## src/inc/mvst_map.svh

```systemverilog
// constants for the multimode valley switching timer
`ifndef MVST_MAP_SVH
`define MVST_MAP_SVH
`define MVST_IDX_MIN 4'h1
`define MVST_IDX_MAX 4'hA
`define MVST_IDX_RST 4'h1
`define MVST_ONE16 16'h0001
`define MVST_ZERO16 16'h0000
`endif

```

## src/inc/mvst_pkg.sv

```systemverilog
// types for the multimode valley switching timer
package mvst_pkg;
  typedef enum logic [1:0]
  {
    MVST_IDLE = 2'b00,
    MVST_ON = 2'b01,
    MVST_OFF = 2'b10,
    MVST_QTR = 2'b11
  } mvst_state_t;
endpackage : mvst_pkg

```

## src/core/mvst_timer.sv

```systemverilog
// valley switching cycle timer with frequency law
`timescale 1ns/10ps
`include "mvst_map.svh"
module mvst_timer
  import mvst_pkg::*;
#(
  parameter int CW = 16
)
(
  input wire logic clk,
  input wire logic rst_n,
  input wire logic enable,
  input wire logic [CW-1:0] on_time,
  input wire logic [CW-1:0] max_period,
  input wire logic [CW-1:0] min_period,
  input wire logic [CW-1:0] quarter_osc,
  input wire logic zero_crossing_detect,
  output logic gate,
  output logic [3:0] valley_index,
  output logic first_valley_operation
);
  // ************************************************************
  // input synchroniser, three stages
  // ************************************************************
  logic [2:0] zcd_sync_reg;
  logic zcd_lvl_reg;
  logic [2:0] zcd_sync_next;
  logic zcd_lvl_next;
  logic zcd_fall;
  always_comb
  begin
    zcd_sync_next = {zcd_sync_reg[1:0], zero_crossing_detect};
    zcd_lvl_next = zcd_lvl_reg;
    // stage one feeds only stage two; stages two and three must agree
    if (zcd_sync_reg[2] == zcd_sync_reg[1])
    begin
      zcd_lvl_next = zcd_sync_reg[1];
    end
  end
  assign zcd_fall = zcd_lvl_reg & ~zcd_lvl_next;
  always_ff @(posedge clk or negedge rst_n)
  begin
    if (!rst_n)
    begin
      zcd_sync_reg <= 3'h0;
      zcd_lvl_reg <= 1'b0;
    end
    else
    begin
      zcd_sync_reg <= zcd_sync_next;
      zcd_lvl_reg <= zcd_lvl_next;
    end
  end

  // ************************************************************
  // switching cycle sequencer
  // ************************************************************
  mvst_state_t state_reg, state_next;
  logic [CW-1:0] tmr_reg, tmr_next;
  logic [CW-1:0] per_reg, per_next;
  logic [3:0] edges_reg, edges_next;
  logic [3:0] idx_reg, idx_next;
  logic gate_reg, gate_next;
  logic start;
  logic per_end;
  assign per_end = (per_reg + `MVST_ONE16) >= max_period;
  always_comb
  begin
    state_next = state_reg;
    tmr_next = tmr_reg;
    per_next = per_reg + `MVST_ONE16;
    edges_next = edges_reg;
    idx_next = idx_reg;
    gate_next = 1'b0;
    start = 1'b0;
    case (state_reg)
      MVST_IDLE:
      begin
        per_next = `MVST_ZERO16;
        if (enable)
        begin
          start = 1'b1;
        end
      end
      MVST_ON:
      begin
        gate_next = 1'b1;
        tmr_next = tmr_reg + `MVST_ONE16;
        // same on_time every cycle, off-time alone varies
        if (tmr_reg + `MVST_ONE16 >= on_time)
        begin
          gate_next = 1'b0;
          state_next = MVST_OFF;
          edges_next = 4'h0;
        end
      end
      MVST_OFF:
      begin
        if (zcd_fall)
        begin
          edges_next = edges_reg + 4'h1;
          // index one: first fall means current reached zero
          if (edges_reg + 4'h1 >= idx_reg)
          begin
            state_next = MVST_QTR;
            tmr_next = `MVST_ZERO16;
          end
        end
        if (per_end)
        begin
          start = 1'b1;
        end
      end
      MVST_QTR:
      begin
        tmr_next = tmr_reg + `MVST_ONE16;
        if (tmr_reg + `MVST_ONE16 >= quarter_osc || per_end)
        begin
          start = 1'b1;
        end
      end
      default:
      begin
        state_next = MVST_IDLE;
      end
    endcase
    if (start)
    begin
      // frequency law judged on the period just ended
      if (state_reg != MVST_IDLE)
      begin
        if (per_reg + `MVST_ONE16 >= min_period)
        begin
          if (idx_reg > `MVST_IDX_MIN)
          begin
            idx_next = idx_reg - 4'h1;
          end
        end
      end
      state_next = enable ? MVST_ON : MVST_IDLE;
      gate_next = enable;
      tmr_next = `MVST_ZERO16;
      per_next = `MVST_ZERO16;
    end
    if (!enable)
    begin
      state_next = MVST_IDLE;
      gate_next = 1'b0;
    end
  end
  // shortest period a valley can give: on-time plus half a ring period
  logic [CW-1:0] fmax_period;
  assign fmax_period = on_time + quarter_osc + quarter_osc;
  // valley came sooner than that: frequency at its upper bound
  logic fast_cycle;
  assign fast_cycle = start && state_reg == MVST_QTR && !per_end
                      && (per_reg + `MVST_ONE16) < fmax_period;
  logic [3:0] idx_final;
  logic fvo_reg, fvo_next;
  always_comb
  begin
    idx_final = idx_next;
    if (fast_cycle && idx_reg < `MVST_IDX_MAX)
    begin
      idx_final = idx_reg + 4'h1;
    end
    // registered so the mode flag never glitches on a decode
    fvo_next = (idx_final == `MVST_IDX_MIN);
  end
  always_ff @(posedge clk or negedge rst_n)
  begin
    if (!rst_n)
    begin
      state_reg <= MVST_IDLE;
      tmr_reg <= `MVST_ZERO16;
      per_reg <= `MVST_ZERO16;
      edges_reg <= 4'h0;
      idx_reg <= `MVST_IDX_RST;
      gate_reg <= 1'b0;
      fvo_reg <= 1'b1;
    end
    else
    begin
      state_reg <= state_next;
      tmr_reg <= tmr_next;
      per_reg <= per_next;
      edges_reg <= edges_next;
      idx_reg <= idx_final;
      gate_reg <= gate_next;
      fvo_reg <= fvo_next;
    end
  end
  assign gate = gate_reg;
  assign valley_index = idx_reg;
  assign first_valley_operation = fvo_reg;

  // ************************************************************
  // checks
  // ************************************************************
  property p_idx_range;
    @(posedge clk) disable iff (!rst_n)
      idx_reg >= `MVST_IDX_MIN && idx_reg <= `MVST_IDX_MAX;
  endproperty
  a_idx_range: assert property (p_idx_range)
    else $error("valley index out of range");
  property p_idx_step;
    @(posedge clk) disable iff (!rst_n)
      idx_reg != $past(idx_reg) |-> $past(start);
  endproperty
  a_idx_step: assert property (p_idx_step)
    else $error("valley index moved outside cycle start");
  property p_gate_only_on;
    @(posedge clk) disable iff (!rst_n)
      $rose(gate_reg) |-> state_reg == MVST_ON;
  endproperty
  a_gate_only_on: assert property (p_gate_only_on)
    else $error("gate rose outside on phase");
  property p_gate_off_off;
    @(posedge clk) disable iff (!rst_n)
      state_reg == MVST_OFF |-> !gate_reg;
  endproperty
  a_gate_off_off: assert property (p_gate_off_off)
    else $error("gate high in off phase");
  property p_min_dec;
    @(posedge clk) disable iff (!rst_n)
      start && state_reg != MVST_IDLE && !fast_cycle
      && per_reg + `MVST_ONE16 >= min_period && idx_reg > `MVST_IDX_MIN
      |=> idx_reg == $past(idx_reg) - 4'h1;
  endproperty
  a_min_dec: assert property (p_min_dec)
    else $error("index not lowered at min frequency");
  property p_max_inc;
    @(posedge clk) disable iff (!rst_n)
      fast_cycle && idx_reg < `MVST_IDX_MAX
      |=> idx_reg == $past(idx_reg) + 4'h1;
  endproperty
  a_max_inc: assert property (p_max_inc)
    else $error("index not raised at max frequency");
endmodule : mvst_timer

```

## config.mk

```make
export PLATFORM = sky130hd
export DESIGN_NAME = mvst_timer
export DESIGN_NICKNAME = d
export VERILOG_FILES = /design/src/inc/mvst_pkg.sv /design/src/core/mvst_timer.sv
export VERILOG_INCLUDE_DIRS = /design/src /design/src/inc
export SDC_FILE = /design/constraint.sdc
export NUM_CORES = 1
export LEC_CHECK = 0
export ABC_AREA = 1
export BUFFER_PORTS_ARGS = -buffer_cell sky130_fd_sc_hd__buf_2
export CORE_MARGIN = 4
export CORE_UTILIZATION = 55
export CTS_BUF_LIST = sky130_fd_sc_hd__clkbuf_4 sky130_fd_sc_hd__clkbuf_8
export DETAILED_ROUTE_END_ITERATION = 16
export GPL_TIMING_DRIVEN = 0
export MAX_ROUTING_LAYER = met4
export PLACE_DENSITY_LB_ADDON = 0.15
export SKIP_CTS_REPAIR_TIMING = 1
export SLEW_MARGIN = 20
export SYNTH_ARGS = -nofsm -noshare
export SYNTH_HDL_FRONTEND = slang
export SYNTH_SLANG_ARGS = --single-unit
export TNS_END_PERCENT = 1
```

## constraint.sdc

```tcl
create_clock -name clk -period 4.2 [get_ports clk]
set_clock_uncertainty 0.1 [all_clocks]
set_input_delay 0.84 -clock clk [delete_from_list [all_inputs] [get_ports clk]]
set_output_delay 0.84 -clock clk [all_outputs]
set_load 0.1 [all_outputs]
```

==> results of run 1 <==
routing by layer:
layer | wire [um] | GRT usage | vias to the layer above
li1 | - | - | 2707
met1 | 5970 | 0.290 | 2354
met2 | 6270 | 0.413 | 132
met3 | 542 | 0.0231 | 26
met4 | 342 | 0.0784 | 0
met5 | 0 | - | -
report_power, final:
group          leakage, nW  internal (mW)  total (mW)  switching, mW
sequential           0.640          0.527       0.580         0.0526
clock               0.0434          0.134       0.300          0.167
combinational         3.07          0.397        1.23          0.834
total                 3.76           1.06        2.11           1.05
cell usage in the layout (no fill, tap or decap), drive strengths merged, types with 16 or more instances in the layout:
cell and n:
inv 149, nor2 61, dfrtp 46, nand3 24
xnor2 16, xor2 23, a21oi 67, nand4 16
o21ai 26, nand2 198, buf 82, ha 107
worst reg2reg max path: stages, from the launching register on:
cell and delay (ns):
dfrtp_2 0.40, ha_1 0.18, nand2_1 0.10, nor2_1 0.17, inv_1 0.07, nor2_1 0.08, inv_1 0.06, nor2_1 0.08
inv_1 0.06, nor2_2 0.14, nand3_2 0.12, nor3_2 0.14, xor2_1 0.20, inv_1 0.12, ha_1 0.29, nand2_1 0.11
inv_1 0.05, nand2_1 0.06, nand2_1 0.06, a21oi_1 0.13, nand2_1 0.14, a21oi_2 0.18, nand2_1 0.13, nand2_4 0.12
nand2_1 0.12, buf_2 0.22, nor2_1 0.12
per-stage QoR:
| stage | setup TNS [ns] | instance area, um2 | util | instances | hold WS [ns] |
|---|---|---|---|---|---|
| after global routing | -0.00774 | 6280 | 0.640 | 1006 | 0.287 |
| after detailed placement | -0.500 | 6120 | 0.623 | 995 | 0.243 |
| after floorplan | 0 | 5580 | - | 789 | 0.231 |
| after CTS | -0.0266 | 6220 | 0.633 | 1003 | 0.268 |
| final | 0 | 6280 | 0.640 | 1006 | 0.268 |
| after global placement | -0.130 | 6120 | 0.623 | 995 | 0.232 |
layout make-up:
class,instances,share of cell area
Multi-Input combinational cell,582,0.606
Sequential cell,48,0.192
Inverter,151,0.0902
Timing Repair Buffer,76,0.0622
Tap cell,133,0.0265
Clock buffer,6,0.0131
Buffer,8,0.00737
Clock inverter,2,0.00239
kinds of logic (layout without fill, tap and decap cells):
| logic type | after synthesis | count (layout) |
|---|---|---|
| adder cells (fa/ha/maj) | 109 | 109 |
| flip-flops | 48 | 48 |
| AND/OR/NAND/NOR | 318 | 318 |
| buffers and inverters | 159 | 243 |
| XOR/XNOR | 39 | 39 |
| AO/OA/AOI/OAI | 116 | 116 |
worst min-delay path by stage:
stage,from,end,depth (start not counted)
after floorplan,zcd_sync_reg[0],zcd_sync_reg[1],0
after global placement,zcd_sync_reg[0],zcd_sync_reg[1],0
after detailed placement,zcd_sync_reg[0],zcd_sync_reg[1],0
after CTS,zcd_sync_reg[0],zcd_sync_reg[1],0
after global routing,zcd_sync_reg[0],zcd_sync_reg[1],0
final,zcd_sync_reg[0],zcd_sync_reg[1],0
synthesized netlist by cell type (5+ instances only):
cell | instances | area [um2]
a21oi_2 | 5 | 43.8
nor2_2 | 5 | 31.3
a22oi_1 | 6 | 45.0
nand2_1 | 197 | 739
nor3_1 | 12 | 60.1
dfrtp_1 | 46 | 1150
nand4_1 | 15 | 93.8
ha_1 | 107 | 1340
xnor2_1 | 14 | 123
a21oi_1 | 62 | 310
nand3_1 | 21 | 105
buf_2 | 5 | 25.0
xor2_1 | 23 | 201
nor2_1 | 54 | 203
o21ai_0 | 23 | 115
inv_1 | 148 | 556
==> qor.csv, run 1 <==
stage;metric;value;unit
clock_network;CTS tree;done;
critical_path;worst-case reg-to-reg path depth;26;
logic_synthesis;Synth Area in Compound Gates;0.117;
placed_design;GP Congestion;0.923;
timing;actual slew at the worst max-slew pin;0.651;ns
critical_path;r2r startpoint;per_reg[0];
logic_synthesis;library cells used by synthesis;43;
critical_path;kind of critical path;primary input to flop;
timing;Slew Limit Fails;0;
critical_path;Worst setup EP type;flop;
critical_path;Cell Chain, Critical Path;buf_2 > ha_1 > fa_1 > nand3_1 > nand2_1 > nand2_1 > nand2_1 > a21oi_2 > o21ai_1 > a31oi_2 > xor2_1 > ha_1 > inv_1 > nor3_1 > a211oi_1 > nand2_1 > nand2_1 > nand4_1 > nand3_1 > nand2_1 > nand2_1 > nor2_1;
critical_path;WP buf/inv;2;
global_routing;GR Util All Layers;0.238;
critical_path;Levels on crit path;22;
logic_synthesis;Synth Area in Adders;0.245;
critical_path;worst path required time;4.34;ns
critical_path;R2R Path End;per_reg[7];
worst_hold_path;worst min path class;flop to flop;
placed_design;dpl hpwl;11000;um
detailed_routing;1st-iter DRT viols;288;
logic_synthesis;Mapped Area;0.00558;mm2
global_routing;largest net degree at the start of global routing;49;
power;Tot Pwr;2.11;mW
detailed_routing;drc violations;0;
layout;Final #Nets;1048;
logic_synthesis;Seq cells post-synth;48;
critical_path;crit path launch;on_time[1];
global_routing;total congestion overflow;0;
placed_design;Setup WS pre-CTS;-0.168;ns
clock_network;# clock sinks;48;
floorplanning;die area;0.0118;mm2
global_routing;antenna violations before repair;0;
logic_synthesis;Syn. warnings;0;
timing;Fmax;0.259;GHz
floorplanning;Ports;74;
logic_synthesis;simple-gate share of the synthesized area;0.248;
critical_path;R2R Setup Slk;0.37;ns
detailed_routing;WL per Instance;13.0;um
clock_network;CTS Buffer Depth;2;
timing;Hold Fails Final Rpt;0;
clock_network;Reg clk slew, reported paths;0.10;ns
timing;Slew HR;0.566;
critical_path;critical path's top delay family;simple AND/OR/NAND/NOR gates;
critical_path;Arr. time, crit path;4.00;ns
logic_synthesis;Post-synth EDFFs;0;
layout;number of fill cells in the layout;892;
layout;FF/Latch Area;0.00120;mm2
detailed_routing;post-DR vias/cell;5.19;
floorplanning;num rows;36;
floorplanning;Chip Height;109;um
logic_synthesis;Synth Area in XOR/XNOR;0.0639;
clock_network;Root Buffer Master;clkbuf_8;
detailed_routing;drt pass-1 iters;4;
global_routing;first-pass GRT wire length;22200;um
critical_path;Slowest-stage cell, CP;fa_1;
clock_network;H-tree levels;2;
clock_network;TritonCTS Buffers;5;
run;max_cap viols;0;
critical_path;Startpoint Class;primary input;
power;Leak Pwr;3.76;nW
logic_synthesis;main combinational cell family by area after synthesis;simple AND/OR/NAND/NOR gates;
layout;Area Overhead vs Synth;12.5;%
logic_synthesis;FFs w/ async S/R, synth;1.00;
global_routing;vias in the first global route;5189;
layout;Multi-input gate area;0.00381;mm2
clock_network;Worst-Skew Late Latency;0.30;ns
logic_synthesis;syn_area_per_cell;7.08;um2
detailed_routing;Routed WL;13100;um
run_status;outcome;finished clean;
logic_synthesis;Mapped Cells;789;
power;Worst VDD drop;0.338;mV
power;Power Dens Cells;336;mW/mm2
critical_path;crit-path max FO;5;
logic_synthesis;synthesized net count;965;
placed_design;input/output buffers;73;
logic_synthesis;sequential area share after synthesis;0.216;
logic_synthesis;dominant synthesized flop cell;dfrtp_1;
layout;ant diodes;0;
floorplanning;core area;0.00982;mm2
critical_path;CP dominant cell by count;nand2_1;
layout;layout cells sized above 1;0.144;
floorplanning;Initial Util;0.569;
timing;fin crit share;0.918;
logic_synthesis;mux share of post-synthesis cell area;0;
timing;fin worst setup slack;0.345;ns
critical_path;slowest stage delay, CP;0.41;ns
detailed_routing;via count;5219;
timing;final setup vio count;0;
detailed_routing;DRT antenna net count;0;
critical_path;end point of the critical path;first_valley_operation;
timing;Period minus WS final;3.85;ns
floorplanning;die width;109;um
Power figures use the tool's default switching activity.
==> inputs of run 2 (changes only) <==
==> constraint.sdc (replaced) <==
create_clock -name clk -period 4.9 [get_ports clk]
set_clock_uncertainty 0.1 [all_clocks]
set_input_delay 0.98 -clock clk [delete_from_list [all_inputs] [get_ports clk]]
set_output_delay 0.98 -clock clk [all_outputs]
set_load 0.1 [all_outputs]
==> qor.csv, run 2 (synthesis results as in run 1) <==
stage;metric;value;unit;change
run_status;outcome;finished clean;;
placed_design;dpl hpwl;11000;um;unchanged
clock_network;Worst-Skew Late Latency;0.30;ns;about the same
run;max_cap viols;0;;unchanged
detailed_routing;drt pass-1 iters;5;;+1
floorplanning;die width;109;um;unchanged
placed_design;DP Area;0.00612;mm2;unchanged
floorplanning;die area;0.0118;mm2;unchanged
clock_network;Root Buffer Master;clkbuf_8;;
power;Worst VDD drop;0.288;mV;-15%
detailed_routing;Routed WL;13000;um;-0.96%
timing;Setup TNS;0;ns;unchanged
layout;FF/Latch Area;0.00120;mm2;-0.10%
floorplanning;Ports;74;;unchanged
placed_design;input/output buffers;73;;unchanged
clock_network;# clock sinks;48;;unchanged
detailed_routing;DRT antenna net count;0;;unchanged
detailed_routing;drc violations;0;;unchanged
floorplanning;num rows;36;;unchanged
critical_path;Startpoint Class;primary input;;
global_routing;largest net degree at the start of global routing;49;;unchanged
clock_network;TritonCTS Buffers;5;;unchanged
layout;number of fill cells in the layout;896;;+0.45%
layout;Area Overhead vs Synth;11.3;%;
detailed_routing;WL per Instance;13.0;um;-0.66%
layout;Multi-input gate area;0.00377;mm2;-1.0%
floorplanning;Initial Util;0.569;;unchanged
layout;ant diodes;0;;unchanged
layout;post-layout util;0.633;;-0.00662
clock_network;Reg clk slew, reported paths;0.10;ns;about the same
floorplanning;Chip Height;109;um;unchanged
timing;worst hold margin;0.267;ns;-0.000113 ns
global_routing;vias in the first global route;5189;;unchanged
global_routing;GR Util All Layers;0.238;;unchanged
critical_path;Arr. time, crit path;4.37;ns;+0.37 ns
clock_network;H-tree levels;2;;unchanged
timing;final setup vio count;0;;unchanged
placed_design;GP Congestion;0.923;;unchanged
critical_path;kind of critical path;primary input to flop;;
clock_network;CTS tree;done;;
timing;fin crit share;0.863;;
detailed_routing;1st-iter DRT viols;248;;-14%
layout;most frequent cells in the layout;nand2_1 (197), inv_1 (148), ha_1 (107);;
timing;Slew Limit Fails;0;;unchanged
floorplanning;core area;0.00982;mm2;unchanged
power;Tot Pwr;1.79;mW;-15%
critical_path;Worst setup EP type;flop;;
layout;fin cells;1003;;-0.30%
clock_network;CTS Buffer Depth;2;;unchanged
power;Leak Pwr;3.73;nW;-0.77%
timing;Hold Fails Final Rpt;0;;unchanged
global_routing;antenna violations before repair;0;;unchanged
power;Power Dens Cells;288;mW/mm2;-14%
timing;Period minus WS final;4.23;ns;
timing;Fmax;0.236;GHz;
worst_hold_path;worst min path class;flop to flop;;
critical_path;worst path required time;5.04;ns;+0.70 ns
timing;actual slew at the worst max-slew pin;0.659;ns;+0.00804 ns
timing;Slew HR;0.561;;-0.00536
placed_design;Setup WS pre-CTS;0.392;ns;+0.560 ns
global_routing;total congestion overflow;0;;unchanged
layout;post-route design area;0.00622;mm2;-1.0%
layout;Final #Nets;1045;;-0.29%
timing;fin worst setup slack;0.670;ns;+0.325 ns
placed_design;placed cell count;995;;unchanged
critical_path;crit-path max FO;5;;unchanged
layout;layout cells sized above 1;0.133;;-0.0110
layout;commonest non-fill, non-tap cell in the layout;nand2_1;;
timing;RSZ-0062 raised after global routing;false;;
detailed_routing;via count;5204;;-0.29%
global_routing;first-pass GRT wire length;22200;um;unchanged
detailed_routing;post-DR vias/cell;5.19;;about the same
-- run 2: cell count changes in the layout (fill, tap and decap cells not counted), sizes merged --
cell / delta
clkbuf: -1
buf: -2
-- run 2: path summary, 6_finish.rpt --
kind,startpoint,to,slack (ns),depth (start not counted)
worst min register to register,zcd_sync_reg[0],zcd_sync_reg[1],0.27,0
max in group asynchronous,rst_n,edges_reg[2],3.66,1
worst max register to register,per_reg[0],first_valley_operation,0.70,28
worst max-delay path,on_time[1],first_valley_operation,0.67,23
min in group asynchronous,rst_n,per_reg[4],0.59,1
worst min-delay path,zcd_sync_reg[0],zcd_sync_reg[1],0.27,0
-- run 2: power by group --
group,internal (mW),switching (mW)
registers,0.451,0.0482
clock network,0.115,0.143
logic,0.328,0.704
total,0.894,0.895
-- run 2: area by class of cell --
class,count,share of cell area
Buffer,8,0.00705
Multi-Input combinational cell,582,0.606
Inverter,151,0.0912
Sequential cell,48,0.194
Clock buffer,6,0.0133
Timing Repair Buffer,73,0.0592
Tap cell,133,0.0268
Clock inverter,2,0.00242
-- run 2: critical path: stages --
cell and delay, ns:
buf_2 0.11, ha_1 0.23, fa_1 0.41, nand3_1 0.10, nand2_1 0.08, nand2_1 0.06, nand2_1 0.04, a21oi_1 0.29
o21ai_1 0.16, a31oi_1 0.25, o21ai_1 0.11, xor2_1 0.15, ha_1 0.17, nand2_1 0.07, inv_1 0.04, o21ai_0 0.14
o2111ai_1 0.12, nor2_1 0.31, nand4_1 0.23, nand3_1 0.12, nand2_1 0.09, nand2_1 0.07, nor2_1 0.04
-- run 2: layer usage --
layer,wire [um],global-route usage
met1,6030,0.290
met3,454,0.0231
met5,0,-
met4,337,0.0784
met2,6180,0.413
